`config.mk`:
```
export PLATFORM = sky130hd
export DESIGN_NAME = adcsq_top
export DESIGN_NICKNAME = d
export VERILOG_FILES = /design/src/pkg/adcsq_pkg.sv /design/src/logic/adcsq_conv_timer.sv /design/src/logic/adcsq_top.sv
export SDC_FILE = /design/constraint.sdc
export NUM_CORES = 1
export LEC_CHECK = 0
export ABC_CLOCK_PERIOD_IN_PS = 3100
export BUFFER_PORTS_ARGS = -buffer_cell sky130_fd_sc_hd__buf_4
export CORE_UTILIZATION = 56
export DETAILED_ROUTE_END_ITERATION = 6
export HOLD_SLACK_MARGIN = 0.06
export PLACE_DENSITY = 0.79
export SETUP_SLACK_MARGIN = 0.1
export SLEW_MARGIN = 0
export SYNTH_ARGS = -nofsm -noshare
export SYNTH_HDL_FRONTEND = slang
export SYNTH_HIERARCHICAL = 1
export SYNTH_SLANG_ARGS = --single-unit
```
`constraint.sdc`:
```
create_clock -name i_clk -period 3.1 [get_ports i_clk]
set_clock_uncertainty 0.15 [all_clocks]
set_input_delay 0.31 -clock i_clk [delete_from_list [all_inputs] [get_ports i_clk]]
set_output_delay 0.31 -clock i_clk [all_outputs]
set_load 0.005 [all_outputs]
```
`src/pkg/adcsq_pkg.sv`:
```
/*
  Package for the converter sequence control block: register indices, field positions, reset values, timing counts.
  Assumes a 32-bit Avalon-MM slave with word address index = byte offset / 4.
*/
package adcsq_pkg;
  // register indices (byte address = index * 4)
  localparam logic [3:0] REG_WRAP = 4'h0;
  localparam logic [3:0] REG_TRIG = 4'h1;
  localparam logic [3:0] REG_PWR = 4'h2;
  localparam logic [3:0] REG_SEQLEN = 4'h3;
  localparam logic [3:0] REG_TIMING = 4'h4;
  localparam logic [3:0] REG_START = 4'h5;
  localparam logic [3:0] REG_STAT0 = 4'h6;
  localparam logic [3:0] REG_GAP = 4'h7;
  localparam logic [3:0] REG_TEST0 = 4'h8;
  localparam logic [3:0] REG_TEST1 = 4'h9;
  localparam logic [3:0] REG_CCF_HI = 4'hA;
  localparam logic [3:0] REG_CCF_LO = 4'hB;
  localparam logic [3:0] REG_DIEN_HI = 4'hC;
  localparam logic [3:0] REG_IRQ_STAT = 4'hD;
  localparam logic [3:0] REG_IRQ_EN = 4'hE;
  localparam logic [3:0] REG_IRQ_CLR = 4'hF;
  // power_irq_control fields
  localparam int PWR_UP_BIT = 7;
  localparam int SEQ_IRQ_EN_BIT = 1;
  localparam int SEQ_IRQ_FLAG_BIT = 0;
  // conversion_start_control fields
  localparam int JUSTIFY_BIT = 7;
  localparam int SIGN_BIT = 6;
  localparam int SCAN_BIT = 5;
  localparam int MULTI_BIT = 4;
  // sequence_status_zero fields
  localparam int SCF_BIT = 7;
  localparam int TRIG_OVR_BIT = 5;
  localparam int FIFO_OVR_BIT = 4;
  // field masks of writable bits
  localparam logic [7:0] WRAP_MASK = 8'h0F;
  localparam logic [7:0] TRIG_MASK = 8'h8F;
  localparam logic [7:0] PWR_MASK = 8'hFE;
  localparam logic [7:0] SEQLEN_MASK = 8'h7F;
  localparam logic [7:0] TEST1_MASK = 8'h01;
  // reset values
  localparam logic [7:0] WRAP_RST = 8'h0F;
  localparam logic [7:0] SEQLEN_RST = 8'h20;
  localparam logic [7:0] TIMING_RST = 8'h05;
  localparam logic [7:0] BYTE_RST = 8'h00;
  // one conversion time, a stand-in for the analog step
  localparam int CONV_TIME_NS = 200;
  localparam int CLK_PERIOD_NS = 10;
  localparam int CONV_CYCLES = (CONV_TIME_NS + CLK_PERIOD_NS - 1) / CLK_PERIOD_NS;
  typedef enum logic [1:0] {
    ST_IDLE = 2'b00,
    ST_CONV = 2'b01
  } adcsq_state_e;
endpackage

```
`src/logic/adcsq_conv_timer.sv`:
```
/*
  Conversion step timer: a one-cycle pulse every CONV_CYCLES while enabled.
  Assumes a single 100 MHz clock and synchronous active-low reset.
*/
`timescale 1ns/100ps
module adcsq_conv_timer (
  // clock and reset
  input wire logic i_clk,
  input wire logic i_nrst,
  // control
  input wire logic i_run,
  output logic o_step
);
  localparam logic [7:0] LAST = 8'(adcsq_pkg::CONV_CYCLES - 1);
  logic [7:0] count;

  always_ff @(posedge i_clk) begin
    if (!i_nrst || !i_run) begin
      count <= 8'h00;
    end else if (count == LAST) begin
      count <= 8'h00;
    end else begin
      count <= count + 8'h01;
    end
  end

  assign o_step = i_run && (count == LAST);
endmodule // adcsq_conv_timer

```
`src/logic/adcsq_top.sv`:
```
/*
  Converter sequence control: byte registers on Avalon-MM, sequencer, status flags and interrupt.
  Assumes a master that holds its request until waitrequest is low; analog conversion is modelled
  by a fixed step time.
*/
// Local design decision: the Avalon-MM interface to the registers.
`timescale 1ns/100ps
module adcsq_top (
  // clock and reset
  input wire logic i_clk,
  input wire logic i_nrst,
  // avalon-mm slave
  input wire logic [3:0] i_address,
  input wire logic i_read,
  input wire logic i_write,
  input wire logic [31:0] i_writedata,
  output logic [31:0] o_readdata,
  output logic o_waitrequest,
  // converter state
  output logic o_powered,
  output logic o_busy,
  output logic [3:0] o_channel,
  output logic o_conv_step,
  output logic o_justify,
  output logic o_signed,
  // interrupt
  output logic o_irq
);
  logic [7:0] wrap_ctl;
  logic [7:0] trig_ctl;
  logic [7:0] pwr_ctl;
  logic [7:0] seqlen_ctl;
  logic [7:0] timing_ctl;
  logic [7:0] start_ctl;
  logic [7:0] dien_hi;
  logic test1;
  logic sequence_complete_flag;
  logic [3:0] conv_count;
  logic [15:0] ccf;
  logic [2:0] irq_stat;
  logic [2:0] irq_en;
  logic ack;
  logic [3:0] seq_len;
  logic [3:0] done_in_seq;
  logic [3:0] chan;
  logic step;
  logic seq_end;
  logic wr_start;
  logic wr_abort;
  logic [7:0] wdata;
  logic [7:0] next_rbyte;
  adcsq_pkg::adcsq_state_e state;

  assign wdata = i_writedata[7:0];
  // one wait cycle per access so the answer always comes from flip-flops
  always_ff @(posedge i_clk) begin
    if (!i_nrst) begin
      ack <= 1'b0;
    end else begin
      ack <= (i_read || i_write) && !ack;
    end
  end
  assign o_waitrequest = (i_read || i_write) && !ack;

  logic wr_en;
  assign wr_en = i_write && ack;
  assign wr_start = wr_en && (i_address == adcsq_pkg::REG_START);
  assign wr_abort = wr_en && (i_address == adcsq_pkg::REG_TIMING);

  // configuration registers
  always_ff @(posedge i_clk) begin
    if (!i_nrst) begin
      wrap_ctl <= adcsq_pkg::WRAP_RST;
      trig_ctl <= adcsq_pkg::BYTE_RST;
      seqlen_ctl <= adcsq_pkg::SEQLEN_RST;
      timing_ctl <= adcsq_pkg::TIMING_RST;
      start_ctl <= adcsq_pkg::BYTE_RST;
      dien_hi <= adcsq_pkg::BYTE_RST;
      test1 <= 1'b0;
    end else if (wr_en) begin
      case (i_address)
        adcsq_pkg::REG_WRAP: wrap_ctl <= wdata & adcsq_pkg::WRAP_MASK;
        adcsq_pkg::REG_TRIG: trig_ctl <= wdata & adcsq_pkg::TRIG_MASK;
        adcsq_pkg::REG_SEQLEN: seqlen_ctl <= wdata & adcsq_pkg::SEQLEN_MASK;
        adcsq_pkg::REG_TIMING: timing_ctl <= wdata;
        adcsq_pkg::REG_START: start_ctl <= wdata;
        adcsq_pkg::REG_DIEN_HI: dien_hi <= wdata;
        adcsq_pkg::REG_TEST1: test1 <= wdata[0];
        default: begin
        end
      endcase
    end
  end

  // power and interrupt control; the flag bit mirrors scf and is not stored
  always_ff @(posedge i_clk) begin
    if (!i_nrst) begin
      pwr_ctl <= adcsq_pkg::BYTE_RST;
    end else if (wr_en && i_address == adcsq_pkg::REG_PWR) begin
      pwr_ctl <= wdata & adcsq_pkg::PWR_MASK;
    end
  end
  assign o_powered = pwr_ctl[adcsq_pkg::PWR_UP_BIT];

  // sequence length: 0 means 8, as usual for such converters; fifo-less model
  always_comb begin
    seq_len = {1'b0, seqlen_ctl[6:4]};
    if (seq_len == 4'h0) begin
      seq_len = 4'h8;
    end
  end

  adcsq_conv_timer u_timer (
    .i_clk(i_clk),
    .i_nrst(i_nrst),
    .i_run(state == adcsq_pkg::ST_CONV && !wr_start && !wr_abort),
    .o_step(step)
  );
  assign o_conv_step = step;
  assign seq_end = step && (done_in_seq == seq_len - 4'h1);

  // sequencer
  always_ff @(posedge i_clk) begin
    if (!i_nrst) begin
      state <= adcsq_pkg::ST_IDLE;
      chan <= 4'h0;
      done_in_seq <= 4'h0;
    end else if (!o_powered) begin
      state <= adcsq_pkg::ST_IDLE;
    end else if (wr_start) begin
      state <= adcsq_pkg::ST_CONV;
      chan <= wdata[3:0];
      done_in_seq <= 4'h0;
    end else if (wr_abort) begin
      state <= adcsq_pkg::ST_IDLE;
    end else begin
      case (state)
        adcsq_pkg::ST_IDLE: begin
        end
        adcsq_pkg::ST_CONV: begin
          if (step) begin
            if (start_ctl[adcsq_pkg::MULTI_BIT]) begin
              chan <= chan + 4'h1;
            end
            if (seq_end) begin
              done_in_seq <= 4'h0;
              if (!start_ctl[adcsq_pkg::SCAN_BIT]) begin
                state <= adcsq_pkg::ST_IDLE;
              end
            end else begin
              done_in_seq <= done_in_seq + 4'h1;
            end
          end
        end
        default: state <= adcsq_pkg::ST_IDLE;
      endcase
    end
  end
  assign o_busy = (state == adcsq_pkg::ST_CONV);
  assign o_channel = chan;
  assign o_justify = start_ctl[adcsq_pkg::JUSTIFY_BIT];
  assign o_signed = start_ctl[adcsq_pkg::SIGN_BIT];

  logic scf_clr;
  assign scf_clr = wr_en && i_address == adcsq_pkg::REG_STAT0 && wdata[adcsq_pkg::SCF_BIT];

  // completion flags; set wins over clear
  always_ff @(posedge i_clk) begin
    if (!i_nrst) begin
      sequence_complete_flag <= 1'b0;
    end else if (seq_end && o_powered) begin
      sequence_complete_flag <= 1'b1;
    end else if (scf_clr) begin
      sequence_complete_flag <= 1'b0;
    end
  end

  always_ff @(posedge i_clk) begin
    if (!i_nrst) begin
      ccf <= 16'h0000;
      conv_count <= 4'h0;
    end else if (wr_start && o_powered) begin
      ccf <= 16'h0000;
      conv_count <= 4'h0;
    end else if (step && o_powered && !wr_abort) begin
      ccf[chan] <= 1'b1;
      conv_count <= done_in_seq;
    end
  end

  // sticky event bits: 0 sequence end, 1 abort, 2 start
  logic [2:0] events;
  assign events = {wr_start && o_powered, wr_abort && o_busy, seq_end && o_powered};
  always_ff @(posedge i_clk) begin
    if (!i_nrst) begin
      irq_stat <= 3'h0;
      irq_en <= 3'h0;
    end else begin
      if (wr_en && i_address == adcsq_pkg::REG_IRQ_EN) begin
        irq_en <= wdata[2:0];
      end
      if (wr_en && i_address == adcsq_pkg::REG_IRQ_CLR) begin
        irq_stat <= (irq_stat & ~wdata[2:0]) | events;
      end else begin
        irq_stat <= irq_stat | events;
      end
    end
  end
  assign o_irq = (sequence_complete_flag && pwr_ctl[adcsq_pkg::SEQ_IRQ_EN_BIT]) || |(irq_stat & irq_en);

  // read mux
  always_comb begin
    next_rbyte = 8'h00;
    case (i_address)
      adcsq_pkg::REG_WRAP: next_rbyte = wrap_ctl;
      adcsq_pkg::REG_TRIG: next_rbyte = trig_ctl;
      adcsq_pkg::REG_PWR: next_rbyte = pwr_ctl | {7'h00, sequence_complete_flag};
      adcsq_pkg::REG_SEQLEN: next_rbyte = seqlen_ctl;
      adcsq_pkg::REG_TIMING: next_rbyte = timing_ctl;
      adcsq_pkg::REG_START: next_rbyte = start_ctl;
      adcsq_pkg::REG_STAT0: next_rbyte = {sequence_complete_flag, 3'h0, conv_count};
      adcsq_pkg::REG_TEST1: next_rbyte = {7'h00, test1};
      adcsq_pkg::REG_CCF_HI: next_rbyte = ccf[15:8];
      adcsq_pkg::REG_CCF_LO: next_rbyte = ccf[7:0];
      adcsq_pkg::REG_DIEN_HI: next_rbyte = dien_hi;
      adcsq_pkg::REG_IRQ_STAT: next_rbyte = {5'h00, irq_stat};
      adcsq_pkg::REG_IRQ_EN: next_rbyte = {5'h00, irq_en};
      default: next_rbyte = 8'h00;
    endcase
  end

  always_ff @(posedge i_clk) begin
    if (!i_nrst) begin
      o_readdata <= 32'h00000000;
    end else if (i_read && !ack) begin
      o_readdata <= {24'h000000, next_rbyte};
    end
  end

  start_launch_a: assert property (@(posedge i_clk) disable iff (!i_nrst)
    wr_start && o_powered |=> o_busy && ccf == 16'h0000) else $error("start did not launch");
  abort_stop_a: assert property (@(posedge i_clk) disable iff (!i_nrst)
    wr_abort && !wr_start |=> !o_busy) else $error("abort did not stop");
  scf_clear_a: assert property (@(posedge i_clk) disable iff (!i_nrst)
    scf_clr && !seq_end |=> !sequence_complete_flag) else $error("flag not cleared");
  scf_set_a: assert property (@(posedge i_clk) disable iff (!i_nrst)
    seq_end && o_powered |=> sequence_complete_flag) else $error("flag not set");
  power_down_a: assert property (@(posedge i_clk) disable iff (!i_nrst)
    !o_powered |=> !o_busy) else $error("busy while off");
  reset_state_a: assert property (@(posedge i_clk)
    !i_nrst |=> !o_powered && !o_busy && !o_irq) else $error("bad reset state");
  chan_step_a: assert property (@(posedge i_clk) disable iff (!i_nrst)
    step && o_busy && start_ctl[adcsq_pkg::MULTI_BIT] && !wr_start && o_powered
    |=> o_channel == $past(o_channel) + 4'h1) else $error("channel not ascending");
  mode_hold_a: assert property (@(posedge i_clk) disable iff (!i_nrst)
    wr_start |=> start_ctl == $past(wdata)) else $error("start register not held");
  irq_level_a: assert property (@(posedge i_clk) disable iff (!i_nrst)
    sequence_complete_flag && pwr_ctl[adcsq_pkg::SEQ_IRQ_EN_BIT] |-> o_irq) else $error("irq missing");
  rsvd_zero_a: assert property (@(posedge i_clk) disable iff (!i_nrst)
    i_read && !ack && i_address == adcsq_pkg::REG_GAP |=> o_readdata == 32'h00000000)
    else $error("reserved reads nonzero");
endmodule // adcsq_top

```
* Yosys cells after proc, flatten, opt, wreduce, memory -nomap -nowiden
Cells that the tools add are included.
Word-level totals: bits in registers 102, input port bits 40, output and inout port bits 43, word-level logic and storage cells 135
Cells by class: magnitude comparators 2, reduce and logical (&&, ||, !) cells 52, $add $sub $neg 4, bitwise gates (word level) 10, mux-type cells 23, eq/ne operators 24
Operator list (count):
- 8-bit one-hot mux with 13 select lines | 1
- 4-bit 2-to-1 mux | 11
- 4-bit == test (second input constant) | 7
- 1-bit logical AND | 21
- 16-bit bitwise OR | 1
- 2-bit AND reduction | 8
- 4-bit by 3-bit == test with 1-bit output (second input constant) | 3
- 4-bit AND reduction | 3
- 4-bit by 1-bit adder with 4-bit output (second input constant) | 2
- 8-bit by 1-bit adder with 8-bit output (second input constant) | 1
- 4-bit by 2-bit == test with 1-bit output (second input constant) | 2
- 8-bit by 5-bit == test with 1-bit output (second input constant) | 1
- 4-bit by 1-bit != test with 1-bit output (second input constant) | 2
- 8-bit by 1-bit bitwise OR with 8-bit output | 1
- 2-bit nonzero test | 4
- 3-bit bitwise AND | 2
- 2-bit 2-to-1 mux | 3
- 3-bit bitwise OR | 2
- 1-bit zero test | 5
- 4-bit by 5-bit less-than comparator with 1-bit output (second input constant) | 1
- 1-bit 2-to-1 mux | 5
- 5-bit AND reduction | 1
- 1-bit demux with 4-bit select | 1
- 4-bit by 1-bit == test with 1-bit output (second input constant) | 1
- other kinds (19) | 26

* Longest topological paths before layout
Gate-level depths: netlist of the first run.
word-level depth 12, gate-level depth with buffers 12, depth with buffers taken out 10

* Modules after synthesis
The synthesis of the first run kept the hierarchy.
Modules (own cells, without submodules):
- adcsq_top | sequential area each 1861.8 um^2, instances 1, area an instance 4576.9 um^2, cells each 555
- adcsq_conv_timer | sequential area each 160.2 um^2, instances 1, area an instance 349.1 um^2, cells each 39

* Least setup slack after synthesis of the first run
OpenSTA, ideal clock, no wires.
kind input -> register, start point input i_address[3], end point register done_in_seq[1], arrival 2448 ps, stages 11, slack 432 ps, required time 2880 ps, library setup time 70 ps, buffers on the path 3, cells stage by stage buf_4 and4b_1 buf_6 and2_1 buf_1 nor2_1 and3_1 nand2_1 o31a_1 or4b_1 a21oi_1
Between the ends: word-level cells in the longest chain between the ends 12, elaborated cells between the ends (all ways) 19, those cells by class eq/ne: 3; mux: 5; reduce/logical: 11
RTL lines:
- start: declaration | RTL line adcsq_top.sv:13 | input wire logic [3:0] i_address,
- 4-bit by 3-bit == test with 1-bit output | RTL line adcsq_top.sv:67 | assign wr_start = wr_en && (i_address == adcsq_pkg::REG_START);
- 1-bit logical AND | RTL line adcsq_top.sv:67
- 1-bit zero test | RTL line adcsq_top.sv:116 | .i_run(state == adcsq_pkg::ST_CONV && !wr_start && !wr_abort),
- 1-bit logical AND | RTL line adcsq_top.sv:116
- 1-bit logical AND * | RTL line adcsq_top.sv:116
- 1-bit logical AND * | RTL line adcsq_conv_timer.sv:27 | assign o_step = i_run && (count == LAST);
- via o_conv_step | RTL line adcsq_top.sv:23 | output logic o_conv_step,
- 1-bit logical AND | RTL line adcsq_top.sv:120 | assign seq_end = step && (done_in_seq == seq_len - 4'h1);
- 4-bit 2-to-1 mux | RTL line adcsq_top.sv:145 | if (seq_end) begin
- 4-bit 2-to-1 mux | RTL line adcsq_top.sv:141 | if (step) begin
- 4-bit 2-to-1 mux | RTL line adcsq_top.sv:137 | case (state)
- 4-bit 2-to-1 mux | RTL line adcsq_top.sv:134 | end else if (wr_abort) begin
- 4-bit 2-to-1 mux | RTL line adcsq_top.sv:130 | end else if (wr_start) begin
- end signal: assignment | RTL line adcsq_top.sv:151 | done_in_seq <= done_in_seq + 4'h1;
- end: declaration | RTL line adcsq_top.sv:44 | logic [3:0] done_in_seq;
Mark *: on every way through the listed nets, which the timed path passes. The rest lies on a longest branch. The select of a mux whose other input is x is not followed. A chain may end at the register's enable or synchronous reset.

* Worst setup path after layout of the first run
start point register ack, end point register done_in_seq[1]
Between the ends: word-level cells in the longest chain between the ends 12, elaborated cells between the ends (all ways) 18, those cells by class eq/ne: 1; mux: 5; reduce/logical: 12
RTL lines:
- start: declaration | RTL line adcsq_top.sv:42 | logic ack;
- start signal: assignment | RTL line adcsq_top.sv:60 | ack <= (i_read || i_write) && !ack;
- 1-bit logical AND * | RTL line adcsq_top.sv:66 | assign wr_en = i_write && ack;
- 1-bit logical AND | RTL line adcsq_top.sv:67
- 1-bit zero test | RTL line adcsq_top.sv:116
- 1-bit logical AND (2 in series) | RTL line adcsq_top.sv:116
- 1-bit logical AND | RTL line adcsq_conv_timer.sv:27
- 1-bit logical AND | RTL line adcsq_top.sv:120
- 4-bit 2-to-1 mux | RTL line adcsq_top.sv:145
- 4-bit 2-to-1 mux | RTL line adcsq_top.sv:141
- 4-bit 2-to-1 mux | RTL line adcsq_top.sv:137
- 4-bit 2-to-1 mux | RTL line adcsq_top.sv:134
- 4-bit 2-to-1 mux | RTL line adcsq_top.sv:130
Mark *: on every way between the ends. The rest lies on a longest branch, timed or not. The select of a mux whose other input is x is not followed.

==> impl_metrics.yaml, run 1 <==
timing:
  drv_slew: 0
  final_hold_viol_count: 0
  timing.fmax_ghz: 0.389
  period_share: 0.828
  finalSetupTns_ns: 0
  min_period_ns: 2.57
  setup_viol: 0
  rsz0062_at_grt: "no"
  max_slew_margin: 0.447
  worstMarginPinSlew_ns: 0.825
grt:
  gr-usage-all-layers: 0.307
  grt_pass1_wl_um: 21100
  use_met3: 0.0695
  use_met2: 0.508
  grt_max_degree: 50
  grt_overflow: 0
  first_global_vias: 4191
  gr-usage-met1: 0.379
  antenna_found_initial: 0
  busiest_layer: "met2"
route:
  first_pass_iters: 7
  drcViolationCount: 0
  wl_um: 13500
  drt_iter0_markers: 443
  routedWlPerCell_um: 18.7
  viasPerCell: 6.36
  ant_nets: 0
  dr_total_vias: 4580
clock_network:
  h-tree-depth: 3
  cts_buffers: 9
  clock_sinks: 101
  postCtsSetupBuffers: 0
  cts_tree: "yes"
  clkTransAtPathRegs_ns: 0.10
  insertion_delay_ns: 0.37
  root_buffer: "clkbuf_8"
  cts_buffer_depth: 2
  cts-hold-fix-buffers: 0
  postCtsResizedCells: 0
floorplan:
  fp.dieH_um: 95.8
  rows: 33
  start_util: 0.588
  io_pins: 83
  die_w_um: 95.8
  coreArea_sq_um: 8380
  die_area_sq_um: 9180
synth:
  syn-cell-area_sq_um: 4930
  yosysMostFrequentCell: "dfxtp_1"
  synth_commonest_cells: "101 x dfxtp_1, 78 x nand2_1, 63 x nor2_1, 43 x a21oi_1, 42 x nand3_1"
  synth_top_area_share: 0.410
  yosys_warnings: 6
  synth_cell_type_count: 62
  async_flop_share: 0
  synth_edf_count: 0
  ys_seq_area_frac: 0.410
  synth.largest_area_cell: "dfxtp_1"
  ys.flop_type: "dfxtp_1"
  syn_inst: 594
  netlist_top_cells_area: "dfxtp_1 41%, mux2i_1 6.1%, nand2_1 5.9%"
  synth-seq-cells: 101
  syn_area_per_cell_sq_um: 8.29
power:
  ir_drop_mv: 0.229
  power-per-cell-area_nw_per_um2: 435
  p_leak_nw: 2.02
final_layout:
  drive_above_1_share: 0.119
  fillCellCount: 716
  instances_no_fill: 720
  synthToLayoutAreaGrowth_pct: 8.59
  nets: 657
  diodes: 0
place:
  gp_congestion: 0.919
  port_buffers: 34
  placed_cells: 704
  dp_hpwl_um: 9560
worst_setup_path:
  criticalPathCategory: "reg2reg"
  path_max_fanout: 7
  cp-start-kind: "flip-flop"
  worstSetupEndpointType: "flip-flop"
  cp_data_required_time_ns: 3.25
  arrival_ns: 2.72
worst_hold_path:
  hold_path.class: "in2reg"
job:
  drv_cap: 0
outcome:
  status: "finished clean"
==> kinds of logic (layout without fill, tap and decap cells) <==
group           Yosys count  in the layout  share of synthesized area
fa+ha+maj                 7              7                     0.0178
mux                      34             34                     0.0747
simple gates            246            246                      0.240
buf+inv                  74             72                     0.0782
flops                   101            101                      0.410
xor+xnor                  6              6                     0.0137
other cells               1             24                   0.000761
compound gates          125            125                      0.164
==> routing by layer <==
metal,share of wire,wire length (um),up-vias
li1,-,-,2087
met1,0.40,5410,2192
met2,0.46,6230,252
met3,0.098,1320,49
met4,0.037,498,0
met5,0,0,-
==> cell type report <==
class / instances / area (sq um) / area share
Inverter: 9 / 33.8 / 0.00632
Timing Repair Buffer: 47 / 353 / 0.0660
Clock inverter: 3 / 25.0 / 0.00468
Tap cell: 105 / 131 / 0.0246
Multi-Input combinational cell: 442 / 2610 / 0.487
Sequential cell: 101 / 2020 / 0.378
Clock buffer: 13 / 179 / 0.0335
==> metrics by stage <==
stage / worst slack (ns) / area [sq um] / util / hold slack (ns) / total power, W
detailed placement: 0.394 / 5140 / 0.614 / 0.296 / 0.00151
global placement: 0.471 / 5140 / 0.614 / 0.290 / 0.00151
floorplan: 0.432 / 5010 / - / 0.279 / 0.00147
CTS: 0.542 / 5350 / 0.638 / 0.0604 / 0.00234
global route: 0.393 / 5350 / 0.638 / 0.0691 / 0.00240
finish: 0.532 / 5350 / 0.638 / 0.0666 / 0.00233
==> final timing paths <==
check                           cells past startpoint  slack, ns                          end                  startpoint
worst max-delay path                                8       0.53  done_in_seq[1]$_SDFFE_PN0P_              ack$_SDFF_PN0_
worst min-delay path                                3       0.07    start_ctl[5]$_SDFFE_PN0P_              i_writedata[5]
worst max register to register                      8       0.53  done_in_seq[1]$_SDFFE_PN0P_              ack$_SDFF_PN0_
worst min register to register                      2       0.31   timing_ctl[3]$_SDFFE_PN0P_  timing_ctl[3]$_SDFFE_PN0P_
==> report_power, final <==
part | switching (W) | internal (W)
Sequential | 0.00000535 | 0.00130
Clock | 0.000456 | 0.000386
Combinational | 0.000124 | 0.0000532
==> critical path, cell delays in order, from the launching register on <==
cell and delay, ns:
dfxtp_1 0.37, and4b_1 0.29, and2_1 0.22, nor2_1 0.12, and3_1 0.23, nand2_1 0.12
o31a_1 0.31, or4b_1 0.52, a21oi_1 0.17
==> placed cells by master (no fill, tap or decap), types with 3 or more instances in the layout <==
cell | netlist | routed
nor3b_1 | 4 | 4
nor3_1 | 7 | 7
conb_1 | 1 | 24
or3_1 | 5 | 5
o211ai_1 | 3 | 3
buf_4 | 25 | 47
a32o_1 | 5 | 5
ha_1 | 7 | 7
a32oi_1 | 4 | 4
a221oi_1 | 3 | 3
a22oi_1 | 11 | 11
a21oi_1 | 43 | 43
nor2_1 | 63 | 63
a21o_1 | 3 | 3
mux2i_1 | 30 | 30
inv_1 | 8 | 8
and3_1 | 6 | 6
dfxtp_1 | 101 | 101
nand3b_1 | 6 | 6
xnor2_1 | 3 | 3
and2_1 | 4 | 4
a31oi_1 | 15 | 15
nand3_1 | 42 | 42
nand2_1 | 78 | 78
nor2b_1 | 12 | 12
a41oi_1 | 4 | 4
nand4_1 | 3 | 3
clkbuf_8 | 0 | 13
o21ai_0 | 17 | 17
nand2b_1 | 5 | 5
==> sequential cells by signal, summed over array words and instances (netlist names), 3 cells and up <==
| name | cells |
|---|---|
| ccf | 16 |
| conv_count | 4 |
| dien_hi | 8 |
| done_in_seq | 4 |
| irq_en | 3 |
| irq_stat | 3 |
| o_channel | 4 |
| o_readdata | 8 |
| pwr_ctl | 7 |
| seqlen_ctl | 7 |
| start_ctl | 8 |
| timing_ctl | 8 |
| trig_ctl | 5 |
| u_timer/count | 8 |
| wrap_ctl | 4 |
(Power assumes the default switching activity.)
==> run 2: changes to the inputs <==
--- a/config.mk
+++ b/config.mk
@@ -5,12 +5,12 @@
 export SDC_FILE = /design/constraint.sdc
 export NUM_CORES = 1
 export LEC_CHECK = 0
-export ABC_CLOCK_PERIOD_IN_PS = 3100
+export ABC_CLOCK_PERIOD_IN_PS = 2200
 export BUFFER_PORTS_ARGS = -buffer_cell sky130_fd_sc_hd__buf_4
-export CORE_UTILIZATION = 56
+export CORE_UTILIZATION = 51
 export DETAILED_ROUTE_END_ITERATION = 6
 export HOLD_SLACK_MARGIN = 0.06
-export PLACE_DENSITY = 0.79
+export PLACE_DENSITY = 0.76
 export SETUP_SLACK_MARGIN = 0.1
 export SLEW_MARGIN = 0
 export SYNTH_ARGS = -nofsm -noshare
==> constraint.sdc (replaced) <==
create_clock -name i_clk -period 2.2 [get_ports i_clk]
set_clock_uncertainty 0.15 [all_clocks]
set_input_delay 0.22 -clock i_clk [delete_from_list [all_inputs] [get_ports i_clk]]
set_output_delay 0.22 -clock i_clk [all_outputs]
set_load 0.005 [all_outputs]
==> run 2 against run 1 <==
Effect of this change: the run now ends with negative setup slack left; maximum frequency increased by 15%; utilization decreased by 1.0 points; power increased by 45%; sequential power increased by 40%; clock power increased by 48%; largest power group unchanged; hold slack improved by 0.042 ns; sequential cell count unchanged; die area increased by 9.6%.
==> impl_metrics.yaml, run 2 (synthesis gave the netlist of run 1 again) <==
floorplan:
  io_pins: 83
  rows: 35
  coreArea_sq_um: 9280
  start_util: 0.531
  die_w_um: 100
  fp.dieH_um: 100
  die_area_sq_um: 10100
timing:
  timing.fmax_ghz: 0.449
  setup_viol: 1
  period_share: 1.01
  worstMarginPinSlew_ns: 0.590
  final_hold_viol_count: 0
  max_slew_margin: 0.606
  min_period_ns: 2.23
  drv_slew: 0
  rsz0062_at_grt: "yes"
  post-route-worst-setup-slack_ns: -0.0279
route:
  routed-wl-met2_um: 6530
  drcViolationCount: 0
  drt_iter0_markers: 460
  ant_nets: 0
  wl_um: 14300
  highest_layer: "met4"
  viasPerCell: 5.84
  routedWlPerCell_um: 18.2
  route.met3.wl_um: 1150
  m1WireLength_um: 6070
  dr_total_vias: 4605
  first_pass_iters: 5
worst_setup_path:
  timing.rr.start: "ack$_SDFF_PN0_"
  criticalPathCategory: "reg2reg"
  rr_worst_depth: 8
  cp_num_buf_inv: 0
  max_stage_delay_ns: 0.52
  crit_chain: "and4b_2, and2_4, nor2_4, and3_4, nand2_4, o31a_1, or4b_1, a21oi_2"
  crit_family: "simple AND/OR/NAND/NOR gates"
  worstSetupEndpoint: "done_in_seq[1]$_SDFFE_PN0P_"
  crit_start: "ack$_SDFF_PN0_"
  critPathSlowestCell: "or4b_1"
  worstSetupEndpointType: "flip-flop"
  crit_cells: 8
  cp-start-kind: "flip-flop"
  path_max_fanout: 3
  arrival_ns: 2.39
  cp_data_required_time_ns: 2.37
  regToRegSetupSlack_ns: -0.03
  reg2reg_to: "done_in_seq[1]$_SDFFE_PN0P_"
place:
  placed_cell_area_sq_um: 5430
  dp_hpwl_um: 9910
  gp_congestion: 0.925
  port_buffers: 34
clock_network:
  clkTransAtPathRegs_ns: 0.10
  insertion_delay_ns: 0.37
  cts_tree: "yes"
  cts_buffer_depth: 2
  root_buffer: "clkbuf_8"
  clock_sinks: 101
  cts_buffers: 9
  h-tree-depth: 3
final_layout:
  post-route-cell-area_sq_um: 5830
  fin_util: 0.628
  synthToLayoutAreaGrowth_pct: 18.3
  regMostFlops: "ccf"
  drive_above_1_share: 0.184
  fillCellCount: 849
  final_common_cell: "dfxtp_1"
  largest_register_ffs: 16
  nets: 701
  layout_common_cells: "100 x dfxtp_1, 79 x buf_4, 75 x nand2_1, 61 x nor2_1, 42 x nand3_1"
  diodes: 0
grt:
  antenna_found_initial: 0
  grt_max_degree: 57
  grt_overflow: 0
  grt_pass1_wl_um: 22900
  gr-usage-all-layers: 0.299
  first_global_vias: 4421
power:
  p_sw_w: 0.000843
  power_frac_seq: 0.546
  swShare: 0.250
  power-per-cell-area_nw_per_um2: 579
  p_clk_frac: 0.370
  p_int_w: 0.00253
  p_total_w: 0.00338
  ir_drop_mv: 0.384
  combPwrFrac: 0.084
  p_leak_nw: 2.26
outcome:
  violations: "negative setup slack"
  status: "finished, violations left"
job:
  drv_cap: 0
worst_hold_path:
  holdPathStages: 4
  hold_path.class: "in2reg"
## run 2: cell count changes in the layout (fill, tap and decap cells not counted), sizes merged
cell         previous run  this run
buf                    47        80
dlygate4sd3             0        11
clkinvlp                1         0
bufinv                  0         1
clkbuf                 13        12
clkinv                  1         4
inv                    10         8
## run 2: power groups by stage
stage	Clock, W	Combinational (W)	Sequential [W]
final	0.00125	0.000284	0.00184
after global routing	0.00132	0.000305	0.00184
after CTS	0.00126	0.000275	0.00184
after detailed placement	0	0.000259	0.00189
after global placement	0	0.000256	0.00188
after floorplan	0	0.000183	0.00189
## run 2: final cells by class
cell class / count / area, sq um / share of cell area
timing repair buffer: 91 / 714 / 0.123
multi-input combinational: 442 / 2690 / 0.461
clock inverter: 4 / 56.3 / 0.00966
inverter: 9 / 33.8 / 0.00580
sequential: 101 / 2020 / 0.347
tap: 129 / 161 / 0.0277
clock buffer: 12 / 155 / 0.0266
## run 2: how the worst min path moves through the flow
stage | slack, ns | endpoint | from
after floorplan | 0.21 | timing_ctl[3]$_SDFFE_PN0P_ | i_writedata[3]
after global placement | 0.29 | trig_ctl[2]$_SDFFE_PN0P_ | trig_ctl[2]$_SDFFE_PN0P_
after detailed placement | 0.30 | trig_ctl[2]$_SDFFE_PN0P_ | trig_ctl[2]$_SDFFE_PN0P_
after CTS | 0.11 | ack$_SDFF_PN0_ | i_write
after global routing | 0.16 | ack$_SDFF_PN0_ | i_write
final | 0.11 | ack$_SDFF_PN0_ | i_write
## run 2: routing by layer
layer / GRT usage / vias up
li1: - / 2163
met1: 0.393 / 2180
met2: 0.470 / 223
met3: 0.0634 / 39
met4: 0.137 / 0
met5: 0 / -
## run 2: worst reg2reg max path, stage by stage (launching register included)
cell and delay, ns:
dfxtp_2 0.33, and4b_2 0.25, and2_4 0.17, nor2_4 0.10, and3_4 0.20, nand2_4 0.06
o31a_1 0.26, or4b_1 0.52, a21oi_2 0.14
## run 2: repair_timing
item                                    in CTS  in global routing
pin swaps                                    7                  1
endpoints found under the setup margin      12                 26
hold endpoints to repair                    44                  0
resized for setup                            6                 10
gates cloned                                 0                  0
hold buffers                                11                  0
setup buffers                                3                  0
## run 2: through the flow
step | worst slack (ns) | hold WS (ns) | instances | setup TNS (ns)
global route | -0.0897 | 0.156 | 788 | -0.168
detailed placement | -0.137 | 0.299 | 758 | -0.476
CTS | 0.00222 | 0.105 | 788 | 0
floorplan | -0.200 | 0.206 | 617 | -0.291
finish | -0.0279 | 0.108 | 788 | -0.0279
global placement | -0.105 | 0.293 | 758 | -0.160
==> run 3: changes to the inputs <==
--- a/config.mk
+++ b/config.mk
@@ -5,12 +5,12 @@
 export SDC_FILE = /design/constraint.sdc
 export NUM_CORES = 1
 export LEC_CHECK = 0
-export ABC_CLOCK_PERIOD_IN_PS = 2200
+export ABC_CLOCK_PERIOD_IN_PS = 2490
 export BUFFER_PORTS_ARGS = -buffer_cell sky130_fd_sc_hd__buf_4
-export CORE_UTILIZATION = 51
+export CORE_UTILIZATION = 56
 export DETAILED_ROUTE_END_ITERATION = 6
 export HOLD_SLACK_MARGIN = 0.06
-export PLACE_DENSITY = 0.76
+export PLACE_DENSITY = 0.79
 export SETUP_SLACK_MARGIN = 0.1
 export SLEW_MARGIN = 0
 export SYNTH_ARGS = -nofsm -noshare
==> constraint.sdc (replaced) <==
create_clock -name i_clk -period 2.49 [get_ports i_clk]
set_clock_uncertainty 0.15 [all_clocks]
set_input_delay 0.249 -clock i_clk [delete_from_list [all_inputs] [get_ports i_clk]]
set_output_delay 0.249 -clock i_clk [all_outputs]
set_load 0.005 [all_outputs]
==> run 3 against run 2 <==
Effect of this change: the flow now finishes without violations; non-clock buffer count is 16 lower; clock power fell by 6%; critical path depth stayed put; register-to-register slack better by 0.20 ns; cell count is 5.1% lower; sequential power down 11%; critical path type unchanged; largest cell class unchanged.
==> impl_metrics.yaml, run 3 (synthesis gave the netlist of run 1 again) <==
outcome:
  status: "finished clean"
worst_setup_path:
  crit_family: "simple AND/OR/NAND/NOR gates"
  arrival_ns: 2.47
  path_max_fanout: 4
  crit_chain: "and4b_2, and2_4, nor2_4, and3_4, nand2_2, o31a_1, or4b_1, a21oi_2"
  worstSetupEndpointType: "flip-flop"
  critPathSlowestCell: "or4b_1"
  cp_num_buf_inv: 0
  cp_data_required_time_ns: 2.65
  criticalPathCategory: "reg2reg"
  max_stage_delay_ns: 0.53
  cp-start-kind: "flip-flop"
grt:
  antenna_found_initial: 0
  grt_max_degree: 40
  gr-usage-met1: 0.430
  gr-usage-all-layers: 0.314
  grt_overflow: 0
  use_met2: 0.473
  use_met3: 0.0458
  grt_pass1_wl_um: 21700
  busiest_layer: "met2"
  first_global_vias: 4240
clock_network:
  h-tree-depth: 3
  cts_tree: "yes"
  cts_buffers: 9
  cts_buffer_depth: 2
  root_buffer: "clkbuf_8"
  clkTransAtPathRegs_ns: 0.10
  insertion_delay_ns: 0.37
  clock_sinks: 101
final_layout:
  diodes: 0
  nets: 685
  largest_register_ffs: 16
  layout_common_cells: "101 x dfxtp_1, 75 x nand2_1, 65 x buf_4, 62 x nor2_1"
  instances_no_fill: 748
  drive_above_1_share: 0.156
  fin_util: 0.673
  final_common_cell: "dfxtp_1"
  regMostFlops: "ccf"
  synthToLayoutAreaGrowth_pct: 14.5
timing:
  final_hold_viol_count: 0
  timing.fmax_ghz: 0.431
  drv_slew: 0
  finalSetupTns_ns: 0
  post-route-worst-setup-slack_ns: 0.172
  worstMarginPinSlew_ns: 0.752
  period_share: 0.931
  max_slew_margin: 0.495
  min_period_ns: 2.32
  setup_viol: 0
  rsz0062_at_grt: "no"
route:
  ant_nets: 0
  dr_total_vias: 4594
  wl_um: 13500
  drt_iter0_markers: 499
  first_pass_iters: 6
  routedWlPerCell_um: 18.1
  drcViolationCount: 0
  viasPerCell: 6.14
place:
  dp_hpwl_um: 9570
  placed_cells: 721
  dpl_worst_slack_ns: 0.0603
  port_buffers: 34
  gp_congestion: 0.944
floorplan:
  io_pins: 83
  fp.dieH_um: 95.8
  start_util: 0.588
  rows: 33
  die_w_um: 95.8
  die_area_sq_um: 9180
  coreArea_sq_um: 8380
job:
  drv_cap: 0
power:
  ir_drop_mv: 0.350
  power-per-cell-area_nw_per_um2: 539
  p_leak_nw: 2.15
  p_total_w: 0.00304
worst_hold_path:
  hold_path.class: "in2reg"
run 3: changes by cell type in the layout (fill, tap and decap cells not counted), sizes merged:
cell,previous run,this run
inv,8,9
clkinv,4,3
bufinv,1,2
dlygate4sd3,11,10
buf,80,65
clkbuf,12,11
run 3: repair_timing:
item | 4_1_cts | 5_1_grt
setup endpoints to repair | 2 | 6
hold buffers | 10 | 0
gates resized for setup | 2 | 3
pin swaps | 1 | 3
endpoints found under the hold margin | 33 | 0
buffers inserted | 0 | 1
run 3: metrics by stage:
step	hold WS (ns)	area, sq um
3_5_place_dp	0.299	5290
5_1_grt	0.0697	5640
3_3_place_gp	0.292	5290
4_1_cts	0.0679	5620
2_1_floorplan	0.235	5050
6_report	0.0817	5640
run 3: worst paths after layout:
kind	startpoint	end	slack, ns	depth (start not counted)
max reg2reg	ack$_SDFF_PN0_	done_in_seq[1]$_SDFFE_PN0P_	0.17	8
min reg2reg	timing_ctl[3]$_SDFFE_PN0P_	timing_ctl[3]$_SDFFE_PN0P_	0.31	2
max	ack$_SDFF_PN0_	done_in_seq[1]$_SDFFE_PN0P_	0.17	8
min	i_writedata[2]	pwr_ctl[2]$_SDFFE_PN0P_	0.08	3
run 3: layout make-up:
cell class,instances,area (sq um)
Clock inverter,5,82.6
Inverter,9,33.8
Multi-Input combinational cell,442,2640
Timing Repair Buffer,75,588
Clock buffer,11,141
Sequential cell,101,2020
Tap cell,105,131
Fill cell,679,2740
run 3: report_power, final:
group	switching [W]	internal, W	total, W
registers	0.00000550	0.00162	0.00163
clock network	0.000569	0.000598	0.00117
logic	0.000158	0.0000874	0.000245
total	0.000732	0.00231	0.00304
run 3: worst min-delay path: cells and delay by family:
family | cells | cell delay [ns]
buf+inv | 1 | 0.17
simple gates | 1 | 0.08
compound gates | 1 | 0.06
run 3: metal layers:
metal	wire [um]	part of all wire
met1	5560	0.41
met2	6090	0.45
met3	1290	0.095
met4	592	0.044
met5	0	0
